`src/verilog/vtpc_defs.svh`:
```
// vtpc_defs.svh: register indices, field positions, reset values and pattern codes
// assumes: included by the timing and top design files of the test pattern control block
`ifndef VTPC_DEFS_SVH
`define VTPC_DEFS_SVH

// register indices; byte address on the bus is four times the index
`define VTPC_IDX_CTRL     8'h64
`define VTPC_IDX_CFG      8'h65
`define VTPC_IDX_IADDR    8'h66
`define VTPC_IDX_IDATA    8'h67
`define VTPC_IDX_STAT     8'h68
`define VTPC_ADDR_W       10

// control register fields
`define VTPC_CTRL_EN      0
`define VTPC_CTRL_SEL_HI  6
`define VTPC_CTRL_SEL_LO  4

// configuration register fields
`define VTPC_CFG_SCROLL   0
`define VTPC_CFG_INV      1
`define VTPC_CFG_TSEL     2
`define VTPC_CFG_EXTCLK   3
`define VTPC_CFG_RED      4
`define VTPC_CFG_SCALE    6

// reset values
`define VTPC_RST_BYTE     8'h00
`define VTPC_RST_WORD     32'h0000_0000

// indirect register space
`define VTPC_IND_NUM      16
`define VTPC_IND_HTOT_L   0
`define VTPC_IND_HTOT_H   1
`define VTPC_IND_VTOT_L   2
`define VTPC_IND_VTOT_H   3
`define VTPC_IND_HACT_L   4
`define VTPC_IND_HACT_H   5
`define VTPC_IND_VACT_L   6
`define VTPC_IND_VACT_H   7
`define VTPC_IND_HSW      8
`define VTPC_IND_VSW      9
`define VTPC_IND_HBP      10
`define VTPC_IND_VBP      11
`define VTPC_IND_SYNC     12
`define VTPC_IND_FTIME    13
`define VTPC_IND_MASK     14
`define VTPC_IND_DIV      15

// color depth handling: 18-bit mode clears the two low bits of each color
`define VTPC_MASK_18      8'hfc
`define VTPC_MASK_24      8'hff

// pattern codes
`define VTPC_PAT_WHITE    3'h0
`define VTPC_PAT_BLACK    3'h1
`define VTPC_PAT_RED      3'h2
`define VTPC_PAT_GREEN    3'h3
`define VTPC_PAT_BLUE     3'h4
`define VTPC_PAT_HRAMP    3'h5
`define VTPC_PAT_VRAMP    3'h6
`define VTPC_PAT_CHECK    3'h7

`endif

```
`src/verilog/vtpc_pkg.sv`:
```
// vtpc_pkg.sv: types shared by the test pattern control block
// assumes: vtpc_defs.svh supplies the numbers
package vtpc_pkg;

	// one generated pixel with its sync signals
	typedef struct packed {
		logic       de;
		logic       hs;
		logic       vs;
		logic [7:0] r;
		logic [7:0] g;
		logic [7:0] b;
	} vtpc_pixel_t;

	// programmed self-timing values
	typedef struct packed {
		logic [11:0] htotal;
		logic [11:0] vtotal;
		logic [11:0] hact;
		logic [11:0] vact;
		logic [7:0]  hsw;
		logic [7:0]  vsw;
		logic [7:0]  hbp;
		logic [7:0]  vbp;
		logic        hs_pol;
		logic        vs_pol;
	} vtpc_timing_cfg_t;

	// timing state seen by the pattern logic
	typedef struct packed {
		logic        de;
		logic        hs;
		logic        vs;
		logic        frame_start;
		logic [11:0] x;
		logic [11:0] y;
	} vtpc_timing_t;

endpackage

```
`src/verilog/vtpc_timing.sv`:
```
// vtpc_timing.sv: self-generated raster timing for the pattern generator
// assumes: step marks one pixel period, run is a level from the same clock
`timescale 1ns/1ps
`include "vtpc_defs.svh"

module vtpc_timing
	import vtpc_pkg::*;
(
	input  wire logic             pclk,
	input  wire logic             presetn,
	input  wire logic             run,
	input  wire logic             step,
	input  wire vtpc_timing_cfg_t cfg,
	output vtpc_timing_t          tm_q
);

	logic [11:0]  h_q;
	logic [11:0]  h_d;
	logic [11:0]  v_q;
	logic [11:0]  v_d;
	vtpc_timing_t tm_d;
	logic [11:0]  hstart;
	logic [11:0]  vstart;

	assign hstart = {4'h0, cfg.hsw} + {4'h0, cfg.hbp};
	assign vstart = {4'h0, cfg.vsw} + {4'h0, cfg.vbp};

	////////////////////////////////////////////////////////////////////////
	// raster counters
	always_comb begin
		h_d = h_q;
		v_d = v_q;
		if (!run) begin
			h_d = 12'h000;
			v_d = 12'h000;
		end else if (step) begin
			if (h_q + 12'h001 >= cfg.htotal) begin
				h_d = 12'h000;
				v_d = (v_q + 12'h001 >= cfg.vtotal) ? 12'h000 : v_q + 12'h001;
			end else begin
				h_d = h_q + 12'h001;
			end
		end
	end

	always_ff @(posedge pclk or negedge presetn) begin
		if (!presetn) begin
			h_q <= 12'h000;
			v_q <= 12'h000;
		end else begin
			h_q <= h_d;
			v_q <= v_d;
		end
	end

	////////////////////////////////////////////////////////////////////////
	// decoded sync, enable and pixel position; idle levels while not running
	always_comb begin
		tm_d.hs          = run ? ((h_q < {4'h0, cfg.hsw}) ~^ cfg.hs_pol) : ~cfg.hs_pol;
		tm_d.vs          = run ? ((v_q < {4'h0, cfg.vsw}) ~^ cfg.vs_pol) : ~cfg.vs_pol;
		tm_d.de          = run && (h_q >= hstart) && (h_q < hstart + cfg.hact)
		                       && (v_q >= vstart) && (v_q < vstart + cfg.vact);
		tm_d.frame_start = run && step && (h_q == 12'h000) && (v_q == 12'h000);
		tm_d.x           = h_q - hstart;
		tm_d.y           = v_q - vstart;
	end

	always_ff @(posedge pclk or negedge presetn) begin
		if (!presetn) begin
			tm_q <= '0;
		end else begin
			tm_q <= tm_d;
		end
	end

endmodule

```
`src/verilog/vtpc_top.sv`:
```
// vtpc_top.sv: video test pattern control, APB slave plus pattern engine
// assumes: APB master on pclk, video pins asynchronous to pclk
//
// Functional notes
// - reduced color: 64 steps, six MSBs only
// - self timing: divided clock or external clock
// - external timing ignores clock-source bit
// - timing select clear follows external video timing
// - timing select set uses programmed timing values
// - invert bit inverts output colors
// - scroll clear holds selected pattern
// - indirect address register, 8 bits, reset zero
// - data write stores into addressed indirect register
// - data read returns addressed indirect register
// - enable bit gates all pattern output
`timescale 1ns/1ps
`include "vtpc_defs.svh"

module vtpc_top
	import vtpc_pkg::*;
(
	input  wire logic                    pclk,
	input  wire logic                    presetn,
	input  wire logic                    psel,
	input  wire logic                    penable,
	input  wire logic                    pwrite,
	input  wire logic [`VTPC_ADDR_W-1:0] paddr,
	input  wire logic [31:0]             pwdata,
	output logic [31:0]                  prdata,
	output logic                         pready,
	output logic                         pslverr,
	input  wire logic                    pix_clk_in,
	input  wire logic                    ext_de_in,
	input  wire logic                    ext_hs_in,
	input  wire logic                    ext_vs_in,
	output vtpc_pixel_t                  video_out,
	output logic                         video_valid,
	output logic                         pgen_active
);

	logic [7:0]       ctrl_q;
	logic [7:0]       ctrl_d;
	logic [7:0]       cfg_q;
	logic [7:0]       cfg_d;
	logic [7:0]       indirect_address_reg_q;
	logic [7:0]       indirect_address_reg_d;
	logic [7:0]       ind_q [`VTPC_IND_NUM];
	logic [7:0]       ind_d [`VTPC_IND_NUM];
	logic [31:0]      prdata_q;
	logic [31:0]      prdata_d;
	logic             err_q;
	logic             err_d;
	logic             setup;
	logic             wr_acc;
	logic [7:0]       idx;
	logic             mapped;
	logic [7:0]       indirect_data_reg;
	logic [7:0]       stat;
	logic             gen_en;
	logic             timing_source_select;
	logic             reduced_color_select;
	logic [3:0]       sync1_q;
	logic [3:0]       sync2_q;
	logic [3:0]       sync3_q;
	logic [3:0]       filt_q;
	logic [3:0]       filt_d;
	logic [3:0]       prev_q;
	logic [7:0]       div_q;
	logic [7:0]       div_d;
	logic             int_tick;
	logic             ext_tick;
	logic             step;
	logic             step_q;
	logic [11:0]      ex_q;
	logic [11:0]      ex_d;
	logic [11:0]      ey_q;
	logic [11:0]      ey_d;
	vtpc_timing_cfg_t tcfg;
	vtpc_timing_t     gen_tm;
	vtpc_timing_t     ext_tm;
	vtpc_timing_t     tm;
	logic [2:0]       cur_pat_q;
	logic [2:0]       cur_pat_d;
	logic [7:0]       fcnt_q;
	logic [7:0]       fcnt_d;
	vtpc_pixel_t      pix_q;
	vtpc_pixel_t      pix_d;
	logic             valid_q;
	logic             valid_d;

	// first enabled pattern after the current one, current if none enabled
	function automatic logic [2:0] next_pat(input logic [2:0] cur, input logic [7:0] mask);
		logic [2:0] cand;
		logic       found;
		next_pat = cur;
		found    = 1'b0;
		for (int k = 1; k <= 8; k++) begin
			cand = cur + k[2:0];
			if (!found && mask[cand]) begin
				next_pat = cand;
				found    = 1'b1;
			end
		end
	endfunction

	////////////////////////////////////////////////////////////////////////
	// APB decode: zero wait states, unmapped or unaligned address errors
	assign setup  = psel && !penable;
	assign wr_acc = psel && penable && pwrite;
	assign idx    = paddr[`VTPC_ADDR_W-1:2];
	assign mapped = (paddr[1:0] == 2'b00) && (idx >= `VTPC_IDX_CTRL) && (idx <= `VTPC_IDX_STAT);
	assign pready  = 1'b1;
	assign pslverr = psel && penable && err_q;
	assign prdata  = prdata_q;

	assign gen_en               = ctrl_q[`VTPC_CTRL_EN];
	assign timing_source_select = cfg_q[`VTPC_CFG_TSEL];
	assign reduced_color_select = cfg_q[`VTPC_CFG_RED];
	assign pgen_active          = gen_en;

	assign indirect_data_reg = (indirect_address_reg_q < 8'(`VTPC_IND_NUM))
	                           ? ind_q[indirect_address_reg_q[3:0]] : `VTPC_RST_BYTE;
	assign stat = {4'h0, cur_pat_q, gen_en};

	// read data and error are captured in setup so they stand through access
	always_comb begin
		prdata_d = prdata_q;
		err_d    = err_q;
		if (setup) begin
			err_d    = !mapped;
			prdata_d = `VTPC_RST_WORD;
			if (!pwrite) begin
				case (idx)
					`VTPC_IDX_CTRL:  prdata_d = {24'h000000, ctrl_q};
					`VTPC_IDX_CFG:   prdata_d = {24'h000000, cfg_q};
					`VTPC_IDX_IADDR: prdata_d = {24'h000000, indirect_address_reg_q};
					`VTPC_IDX_IDATA: prdata_d = {24'h000000, indirect_data_reg};
					`VTPC_IDX_STAT:  prdata_d = {24'h000000, stat};
					default:         prdata_d = `VTPC_RST_WORD;
				endcase
			end
		end
	end

	always_ff @(posedge pclk or negedge presetn) begin
		if (!presetn) begin
			prdata_q <= `VTPC_RST_WORD;
			err_q    <= 1'b0;
		end else begin
			prdata_q <= prdata_d;
			err_q    <= err_d;
		end
	end

	////////////////////////////////////////////////////////////////////////
	// direct registers; the config bit 7 is reserved and reads zero
	always_comb begin
		ctrl_d                 = ctrl_q;
		cfg_d                  = cfg_q;
		indirect_address_reg_d = indirect_address_reg_q;
		if (wr_acc) begin
			case (idx)
				`VTPC_IDX_CTRL:  ctrl_d = pwdata[7:0];
				`VTPC_IDX_CFG:   cfg_d  = {1'b0, pwdata[6:0]};
				`VTPC_IDX_IADDR: indirect_address_reg_d = pwdata[7:0];
				default:         ctrl_d = ctrl_q;
			endcase
		end
	end

	always_ff @(posedge pclk or negedge presetn) begin
		if (!presetn) begin
			ctrl_q                 <= `VTPC_RST_BYTE;
			cfg_q                  <= `VTPC_RST_BYTE;
			indirect_address_reg_q <= `VTPC_RST_BYTE;
		end else begin
			ctrl_q                 <= ctrl_d;
			cfg_q                  <= cfg_d;
			indirect_address_reg_q <= indirect_address_reg_d;
		end
	end

	////////////////////////////////////////////////////////////////////////
	// indirect register file, one flop byte per entry
	for (genvar i = 0; i < `VTPC_IND_NUM; i++) begin : g_ind
		always_comb begin
			ind_d[i] = ind_q[i];
			if (wr_acc && idx == `VTPC_IDX_IDATA && indirect_address_reg_q == 8'(i)) begin
				ind_d[i] = pwdata[7:0];
			end
		end

		always_ff @(posedge pclk or negedge presetn) begin
			if (!presetn) begin
				ind_q[i] <= `VTPC_RST_BYTE;
			end else begin
				ind_q[i] <= ind_d[i];
			end
		end
	end

	// programmed timing gathered from the indirect space
	assign tcfg.htotal = {ind_q[`VTPC_IND_HTOT_H][3:0], ind_q[`VTPC_IND_HTOT_L]};
	assign tcfg.vtotal = {ind_q[`VTPC_IND_VTOT_H][3:0], ind_q[`VTPC_IND_VTOT_L]};
	assign tcfg.hact   = {ind_q[`VTPC_IND_HACT_H][3:0], ind_q[`VTPC_IND_HACT_L]};
	assign tcfg.vact   = {ind_q[`VTPC_IND_VACT_H][3:0], ind_q[`VTPC_IND_VACT_L]};
	assign tcfg.hsw    = ind_q[`VTPC_IND_HSW];
	assign tcfg.vsw    = ind_q[`VTPC_IND_VSW];
	assign tcfg.hbp    = ind_q[`VTPC_IND_HBP];
	assign tcfg.vbp    = ind_q[`VTPC_IND_VBP];
	assign tcfg.hs_pol = ind_q[`VTPC_IND_SYNC][0];
	assign tcfg.vs_pol = ind_q[`VTPC_IND_SYNC][1];

	////////////////////////////////////////////////////////////////////////
	// pin synchronisers: {vs, hs, de, clk}; a change counts once stages 2 and 3 agree
	always_comb begin
		for (int b = 0; b < 4; b++) begin
			filt_d[b] = (sync2_q[b] == sync3_q[b]) ? sync3_q[b] : filt_q[b];
		end
	end

	always_ff @(posedge pclk or negedge presetn) begin
		if (!presetn) begin
			sync1_q <= 4'h0;
			sync2_q <= 4'h0;
			sync3_q <= 4'h0;
			filt_q  <= 4'h0;
			prev_q  <= 4'h0;
		end else begin
			sync1_q <= {ext_vs_in, ext_hs_in, ext_de_in, pix_clk_in};
			sync2_q <= sync1_q;
			sync3_q <= sync2_q;
			filt_q  <= filt_d;
			prev_q  <= filt_q;
		end
	end

	////////////////////////////////////////////////////////////////////////
	// pixel step: divided internal tick or sampled external clock edge
	assign int_tick = (div_q >= ind_q[`VTPC_IND_DIV]);
	assign ext_tick = filt_q[0] && !prev_q[0];
	// clock source only in self timing
	assign step = (timing_source_select && !cfg_q[`VTPC_CFG_EXTCLK]) ? int_tick : ext_tick;

	always_comb begin
		div_d = int_tick ? 8'h00 : div_q + 8'h01;
	end

	always_ff @(posedge pclk or negedge presetn) begin
		if (!presetn) begin
			div_q  <= 8'h00;
			step_q <= 1'b0;
		end else begin
			div_q  <= div_d;
			step_q <= step;
		end
	end

	////////////////////////////////////////////////////////////////////////
	// external timing: position counted from the sampled enable and sync
	always_comb begin
		ex_d = ex_q;
		ey_d = ey_q;
		if (filt_q[3] && !prev_q[3]) begin
			ey_d = 12'h000;
		end else if (!filt_q[1] && prev_q[1]) begin
			ex_d = 12'h000;
			ey_d = ey_q + 12'h001;
		end else if (ext_tick && filt_q[1]) begin
			ex_d = ex_q + 12'h001;
		end
	end

	always_ff @(posedge pclk or negedge presetn) begin
		if (!presetn) begin
			ex_q <= 12'h000;
			ey_q <= 12'h000;
		end else begin
			ex_q <= ex_d;
			ey_q <= ey_d;
		end
	end

	assign ext_tm.de          = filt_q[1];
	assign ext_tm.hs          = filt_q[2];
	assign ext_tm.vs          = filt_q[3];
	assign ext_tm.frame_start = filt_q[3] && !prev_q[3];
	assign ext_tm.x           = ex_q;
	assign ext_tm.y           = ey_q;

	// self timing runs only when enabled
	vtpc_timing u_timing (
		.pclk    (pclk),
		.presetn (presetn),
		.run     (gen_en && timing_source_select),
		.step    (step),
		.cfg     (tcfg),
		.tm_q    (gen_tm)
	);

	assign tm = timing_source_select ? gen_tm : ext_tm;

	////////////////////////////////////////////////////////////////////////
	// pattern selection and auto scroll
	always_comb begin
		cur_pat_d = cur_pat_q;
		fcnt_d    = fcnt_q;
		if (!cfg_q[`VTPC_CFG_SCROLL]) begin
			cur_pat_d = ctrl_q[`VTPC_CTRL_SEL_HI:`VTPC_CTRL_SEL_LO];
			fcnt_d    = 8'h00;
		end else if (gen_en && tm.frame_start) begin
			if (fcnt_q + 8'h01 >= ind_q[`VTPC_IND_FTIME]) begin
				fcnt_d    = 8'h00;
				cur_pat_d = next_pat(cur_pat_q, ind_q[`VTPC_IND_MASK]);
			end else begin
				fcnt_d = fcnt_q + 8'h01;
			end
		end
	end

	always_ff @(posedge pclk or negedge presetn) begin
		if (!presetn) begin
			cur_pat_q <= `VTPC_PAT_WHITE;
			fcnt_q    <= 8'h00;
		end else begin
			cur_pat_q <= cur_pat_d;
			fcnt_q    <= fcnt_d;
		end
	end

	////////////////////////////////////////////////////////////////////////
	// pixel colors; 18-bit depth masks after inversion so ramps keep 64 steps
	always_comb begin
		logic [7:0] lvl;
		logic [7:0] cmask;
		logic       chk;
		lvl   = 8'h00;
		cmask = reduced_color_select ? `VTPC_MASK_18 : `VTPC_MASK_24;
		chk   = cfg_q[`VTPC_CFG_SCALE] ? (tm.x[3] ^ tm.y[3]) : (tm.x[0] ^ tm.y[0]);
		pix_d = '0;
		case (cur_pat_q)
			`VTPC_PAT_WHITE: {pix_d.r, pix_d.g, pix_d.b} = {3{8'hff}};
			`VTPC_PAT_BLACK: {pix_d.r, pix_d.g, pix_d.b} = {3{8'h00}};
			`VTPC_PAT_RED:   pix_d.r = 8'hff;
			`VTPC_PAT_GREEN: pix_d.g = 8'hff;
			`VTPC_PAT_BLUE:  pix_d.b = 8'hff;
			`VTPC_PAT_HRAMP: lvl = tm.x[7:0];
			`VTPC_PAT_VRAMP: lvl = tm.y[7:0];
			`VTPC_PAT_CHECK: lvl = chk ? 8'hff : 8'h00;
			default:         lvl = 8'h00;
		endcase
		if (cur_pat_q >= `VTPC_PAT_HRAMP) begin
			lvl = reduced_color_select ? {tm.x[5:0] & {6{cur_pat_q == `VTPC_PAT_HRAMP}} |
			      tm.y[5:0] & {6{cur_pat_q == `VTPC_PAT_VRAMP}} |
			      {6{chk && cur_pat_q == `VTPC_PAT_CHECK}}, 2'b00} : lvl;
			{pix_d.r, pix_d.g, pix_d.b} = {3{lvl}};
		end
		if (cfg_q[`VTPC_CFG_INV]) begin
			{pix_d.r, pix_d.g, pix_d.b} = ~{pix_d.r, pix_d.g, pix_d.b};
		end
		pix_d.r = pix_d.r & cmask;
		pix_d.g = pix_d.g & cmask;
		pix_d.b = pix_d.b & cmask;
		if (!(gen_en && tm.de)) begin
			{pix_d.r, pix_d.g, pix_d.b} = 24'h000000;
		end
		pix_d.de = gen_en && tm.de;
		pix_d.hs = gen_en && tm.hs;
		pix_d.vs = gen_en && tm.vs;
		valid_d  = gen_en && step_q;
	end

	always_ff @(posedge pclk or negedge presetn) begin
		if (!presetn) begin
			pix_q   <= '0;
			valid_q <= 1'b0;
		end else begin
			pix_q   <= pix_d;
			valid_q <= valid_d;
		end
	end

	assign video_out   = pix_q;
	assign video_valid = valid_q;

endmodule

```
`config.mk`:
```
export PLATFORM = sky130hd
export DESIGN_NAME = vtpc_top
export DESIGN_NICKNAME = d
export VERILOG_FILES = /design/src/verilog/vtpc_pkg.sv /design/src/verilog/vtpc_timing.sv /design/src/verilog/vtpc_top.sv
export VERILOG_INCLUDE_DIRS = /design/src /design/src/verilog
export SDC_FILE = /design/constraint.sdc
export NUM_CORES = 1
export LEC_CHECK = 0
export ABC_AREA = 1
export BUFFER_PORTS_ARGS = -buffer_cell sky130_fd_sc_hd__buf_2
export CAP_MARGIN = 20
export CORE_AREA = 10 10 219 221
export DETAILED_ROUTE_END_ITERATION = 10
export DIE_AREA = 0 0 229 231
export GPL_TIMING_DRIVEN = 0
export SLEW_MARGIN = 0
export SYNTH_ARGS = -nofsm -noshare
export SYNTH_HDL_FRONTEND = slang
export SYNTH_SLANG_ARGS = --single-unit
export TNS_END_PERCENT = 1
```
`constraint.sdc`:
```
create_clock -name pclk -period 5.09 [get_ports pclk]
set_input_delay 0.509 -clock pclk [delete_from_list [all_inputs] [get_ports pclk]]
set_output_delay 0.509 -clock pclk [all_outputs]
set_load 0.01 [all_outputs]
```
# Yosys cells after proc, flatten, opt, wreduce, memory -nomap -nowiden
# Cells that the tools add are included.
[totals]
reg_bits = 328
inputBits = 51
mem_bits_rw = 0
mem_count = 0
word_cells = 313
latchBits = 0
rom_bits = 0
[op_classes]
n_addsub = 19
n_div = 0
n_eq_ne = 36
reduce_logical = 78
order_cmp = 23
muxes = 91
bitwise = 16
n_mul = 0
shifts = 0
[op_table]
columns = ["cell", "n"]
rows = [
  ["$mux 12", 11],
  ["$mux 8", 12],
  ["$mux 24", 3],
  ["$eq 8x4->1 const B", 8],
  ["$logic_and 1x1->1", 49],
  ["$add 12x1->12 const B", 4],
  ["$ge 12x12->1", 4],
  ["$eq 8x7->1 const B", 5],
  ["$mux 1", 40],
  ["$pmux 8 s5", 1],
  ["$mux 3", 11],
  ["$bmux 8 s4", 1],
  ["$eq 8x3->1 const B", 4],
  ["$lt 3x4->1 const B", 8],
  ["$mux 32", 1],
  ["$mux 28", 1],
  ["$add 12x12->12", 2],
  ["$and 8x8->8", 3],
  ["$bmux 1 s3", 8],
  ["$logic_not 12->1", 2],
  ["$lt 12x12->1", 2],
  ["$lt 12x8->1", 2],
  ["$not 24->24", 1],
  ["$pmux 8 s3", 1],
  ["other kinds (35)", 79],
]

# Longest topological paths before layout
[logic_depth]
ltp_word = 49
depth_mapped = 27

# Hierarchy
# From an unflattened synthesis, not the netlist that was laid out.
[unflattened]
cells_unflattened = 2535
hier_area_um2 = 19125.8
[modules_own_cells]
columns = ["module", "cells_per_inst", "instances", "area_each_um2"]
rows = [
  ["vtpc_top", 1508, 1, 12358.1],
  ["vtpc_timing", 1027, 1, 6767.7],
]

# Worst setup path before layout
# No wires, ideal clock.
[synth_path]
path_kind = "register -> register"
from = "register ind_q[48] (netlist bit)"
to = "register u_timing.tm_q[27] (netlist bit)"
required_time_ns = 4.960
stages_incl_launch_ff = 26
setup_time_ns = 0.130
arrival_ns = 3.604
setup_slack_ns = 1.356
n_path_buf = 0
path_cell_list = "dfrtp_1 ha_1 inv_1 fa_1 o21ai_0 a21oi_1 nor2_1 nor2_1 nor2_1 inv_1 nand2_1 inv_1 ha_1 nand2_1 nor3_1 nand2_1 o211ai_1 a21o_1 nand2_1 nand2_1 nand3_1 xor2_1 ha_1 nand4_1 o41ai_1 nor3_1"
[synth_rtl]
columns = ["item", "line_no", "rtl"]
rows = [
  ["from (decl)", "vtpc_top.sv:47", "logic [7:0] ind_q [`VTPC_IND_NUM];"],
  ["from (signal, indexed assignment)", "vtpc_top.sv:195", "ind_q[i] <= `VTPC_RST_BYTE;"],
  ["from (signal, indexed assignment)", "vtpc_top.sv:197", "ind_q[i] <= ind_d[i];"],
  ["to (signal assigned)", "vtpc_timing.sv:72", "tm_q <= tm_d;"],
  ["to (decl)", "vtpc_timing.sv:14", "output vtpc_timing_t tm_q"],
]

==> impl_metrics.toml <==
[yosys]
yosysWarnings = 0
avgSynthCellArea_um2 = 8.00
async_reset_ff_share_pct = 100
synth_area_leader_cell = "dfrtp_1"
netlist_instances = 2254
mappedNetlistArea_um2 = 18000
ys_types = 57
yosysSeqAreaShare_pct = 39.8
synth-main-ff-cell = "dfrtp_1"
synth.top_cell.area_share_pct = 39.8
synth-seq-cells = 287
synthTopCellsByArea = "dfrtp_1 40%, ha_1 10%, nand2_1 9.8%"
synth_common_cells = "469 x nand2_1, 287 x dfrtp_1, 259 x inv_1, 222 x o21ai_0, 172 x nand3_1"
synth-edff-count = 0
synth.most_common_cell = "nand2_1"

[power]
leakage_uw = 0.0101
ir_worst_vdd_mv = 0.206
p_per_area_nw_per_um2 = 267

[sta]
hold_viol = 0
min_period_ns = 4.77
finalSetupViolations = 0
slew_violations = 0
fin_crit_sh_pct = 93.8
whs_ns = 0.0854
max_freq_mhz = 209
finClkSkew_ns = 0.0297
relSlewSlack_pct = 39.3
rsz0062_at_grt = "no"
worst_slack_ns = 0.316
worst_pin_slew_ns = 0.902

[critical_path]
startpoint_type = "flip-flop"
max_stage_delay_ns = 0.42
slowest_stage = "dfrtp_1"
required_ns = 5.52
crit_family = "simple AND/OR/NAND/NOR gates"
crit_fanout = 3
critical_path.most_common_cell = "nand2_1"
endpoint_kind = "flip-flop"
worstPathArrival_ns = 5.20
worstSetupPathType = "flip-flop to flip-flop"
path_buf_inv = 1

[global_route]
grt_usage_pct = 21.3
grt_pass1_vias = 15465
grt_pass1_wl_mm = 89.3
grt-ovfl-total = 0
antenna_found_initial = 1
grt_start_max_net_pins = 123

[clocking]
clk_pin_slew_ns = 0.06
cts.sinks = 287
cts-root-buf = "clkbuf_16"
cts_buffer_depth = 3
cts_buffers = 35
insertion_delay_ns = 0.55
post_cts_buffers = 0
cts_tree = "done"
htreeDepth = 2

[placement]
dpl_cell_area_um2 = 19200
gp_congestion = 1.07
io_buffers = 64
dp_hpwl_mm = 44.0
dp_slack_ns = 0.200

[routing]
routed_wl_mm = 57.0
drt_first_pass_iters = 6
vias_per_cell = 5.36
drtIter0Drc = 1473
drc = 0
ant_nets = 0
wire_per_inst_um = 19.0
via_count = 16058

[run_status]
outcome = "finished clean"

[die]
fp.dieH_um = 231
fp-row-count = 77
fp.dieW_um = 229
ioPinCount = 114
floorplan.initialDensity_pct = 41.2
design.core.area_um2 = 43700
dieArea_um2 = 52900

[finish]
finalNetCount = 2585
syn_to_final_growth_pct = 14.1
diodes = 0
fin_area_um2 = 20600
drive_above_1_share_pct = 9.23

[flow_run]
maxCapViolCount = 0

[min_path]
worstHoldPathType = "input pin to flip-flop"
-- repair_timing --
| action | CTS | global route |
|---|---|---|
| gates resized for setup | 0 | 4 |
| endpoints found under the hold margin | 49 | 0 |
| endpoints found under the setup margin | 0 | 1 |
| hold buffers | 1 | 0 |
-- area by class of cell --
cell class | count | area, um^2
well taps | 592 | 741
multi-input cells | 1624 | 9420
plain buffers | 99 | 533
fillers | 4309 | 23200
clock buffers | 50 | 1030
inverters | 267 | 1000
flip-flops and latches | 287 | 7180
clock inverters | 12 | 263
repair buffers | 67 | 395
-- power breakdown --
group / internal (uW) / switching (uW)
registers: 2310 / 19.7
logic: 92.0 / 242
clock network: 1820 / 1010
total: 4220 / 1270
-- cells in the final DEF, fill, tap and decap left out, types with 10 or more instances in the layout --
cell and n:
a21oi_1 118, a22o_1 11, a22oi_1 32, buf_2 89
buf_4 28, clkbuf_1 47, clkbuf_16 37, conb_1 25
dfrtp_1 287, ha_1 147, inv_1 259, nand2_1 469
nand2_2 10, nand3_1 172, nand4_1 25, nor2_1 127
nor3_1 40, o211ai_1 22, o21ai_0 221, o21ai_1 26
xnor2_1 12, xor2_1 61
-- logic make-up after synthesis --
group,count (synthesis),share of synthesized area [%]
XOR/XNOR,73,3.55
adder cells (fa/ha/maj),157,11.1
AND/OR/NAND/NOR,885,21.7
buffers and inverters,366,8.51
other,2,0.0416
AO/OA/AOI/OAI,484,15.3
flip-flops,287,39.8
-- per-stage QoR --
| stage | power [uW] | std cells | setup TNS (ns) | util, % |
|---|---|---|---|---|
| final | 5500 | 2998 | 0 | 47.0 |
| after global routing | 5670 | 2998 | 0 | 47.0 |
| after CTS | 5550 | 2998 | 0 | 47.0 |
| after detailed placement | 2710 | 2935 | 0 | 44.0 |
| after global placement | 2700 | 2933 | -509.72 | 43.9 |
| after floorplan | 2560 | 2277 | 0 | - |
-- routing by layer --
metal | global-route usage, % | part of all wire, %
met1 | 28.0 | 44
met2 | 35.0 | 47
met3 | 3.65 | 6.3
met4 | 6.91 | 2.9
met5 | 0 | 0
-- flip-flops by register name (all words and copies together) (netlist names), 12 cells and up --
signal	cells
u_timing.v_q	12
u_timing.h_q	12
u_timing.tm_q	20
ind_q	128
video_out	27
-- path summary, 6_finish.rpt --
path / slack [ns] / cells past startpoint / startpoint / end
max: 0.32 / 25 / ind_q[40] / u_timing.tm_q[27]
min: 0.09 / 1 / ext_de_in / sync1_q[1]
max reg2reg: 0.32 / 25 / ind_q[40] / u_timing.tm_q[27]
min reg2reg: 0.35 / 0 / sync1_q[2] / sync2_q[2]
max in group asynchronous: 3.20 / 4 / presetn / ind_q[7]
min in group asynchronous: 0.47 / 2 / presetn / sync3_q[0]
No activity file was read; power rests on OpenSTA's default activity.
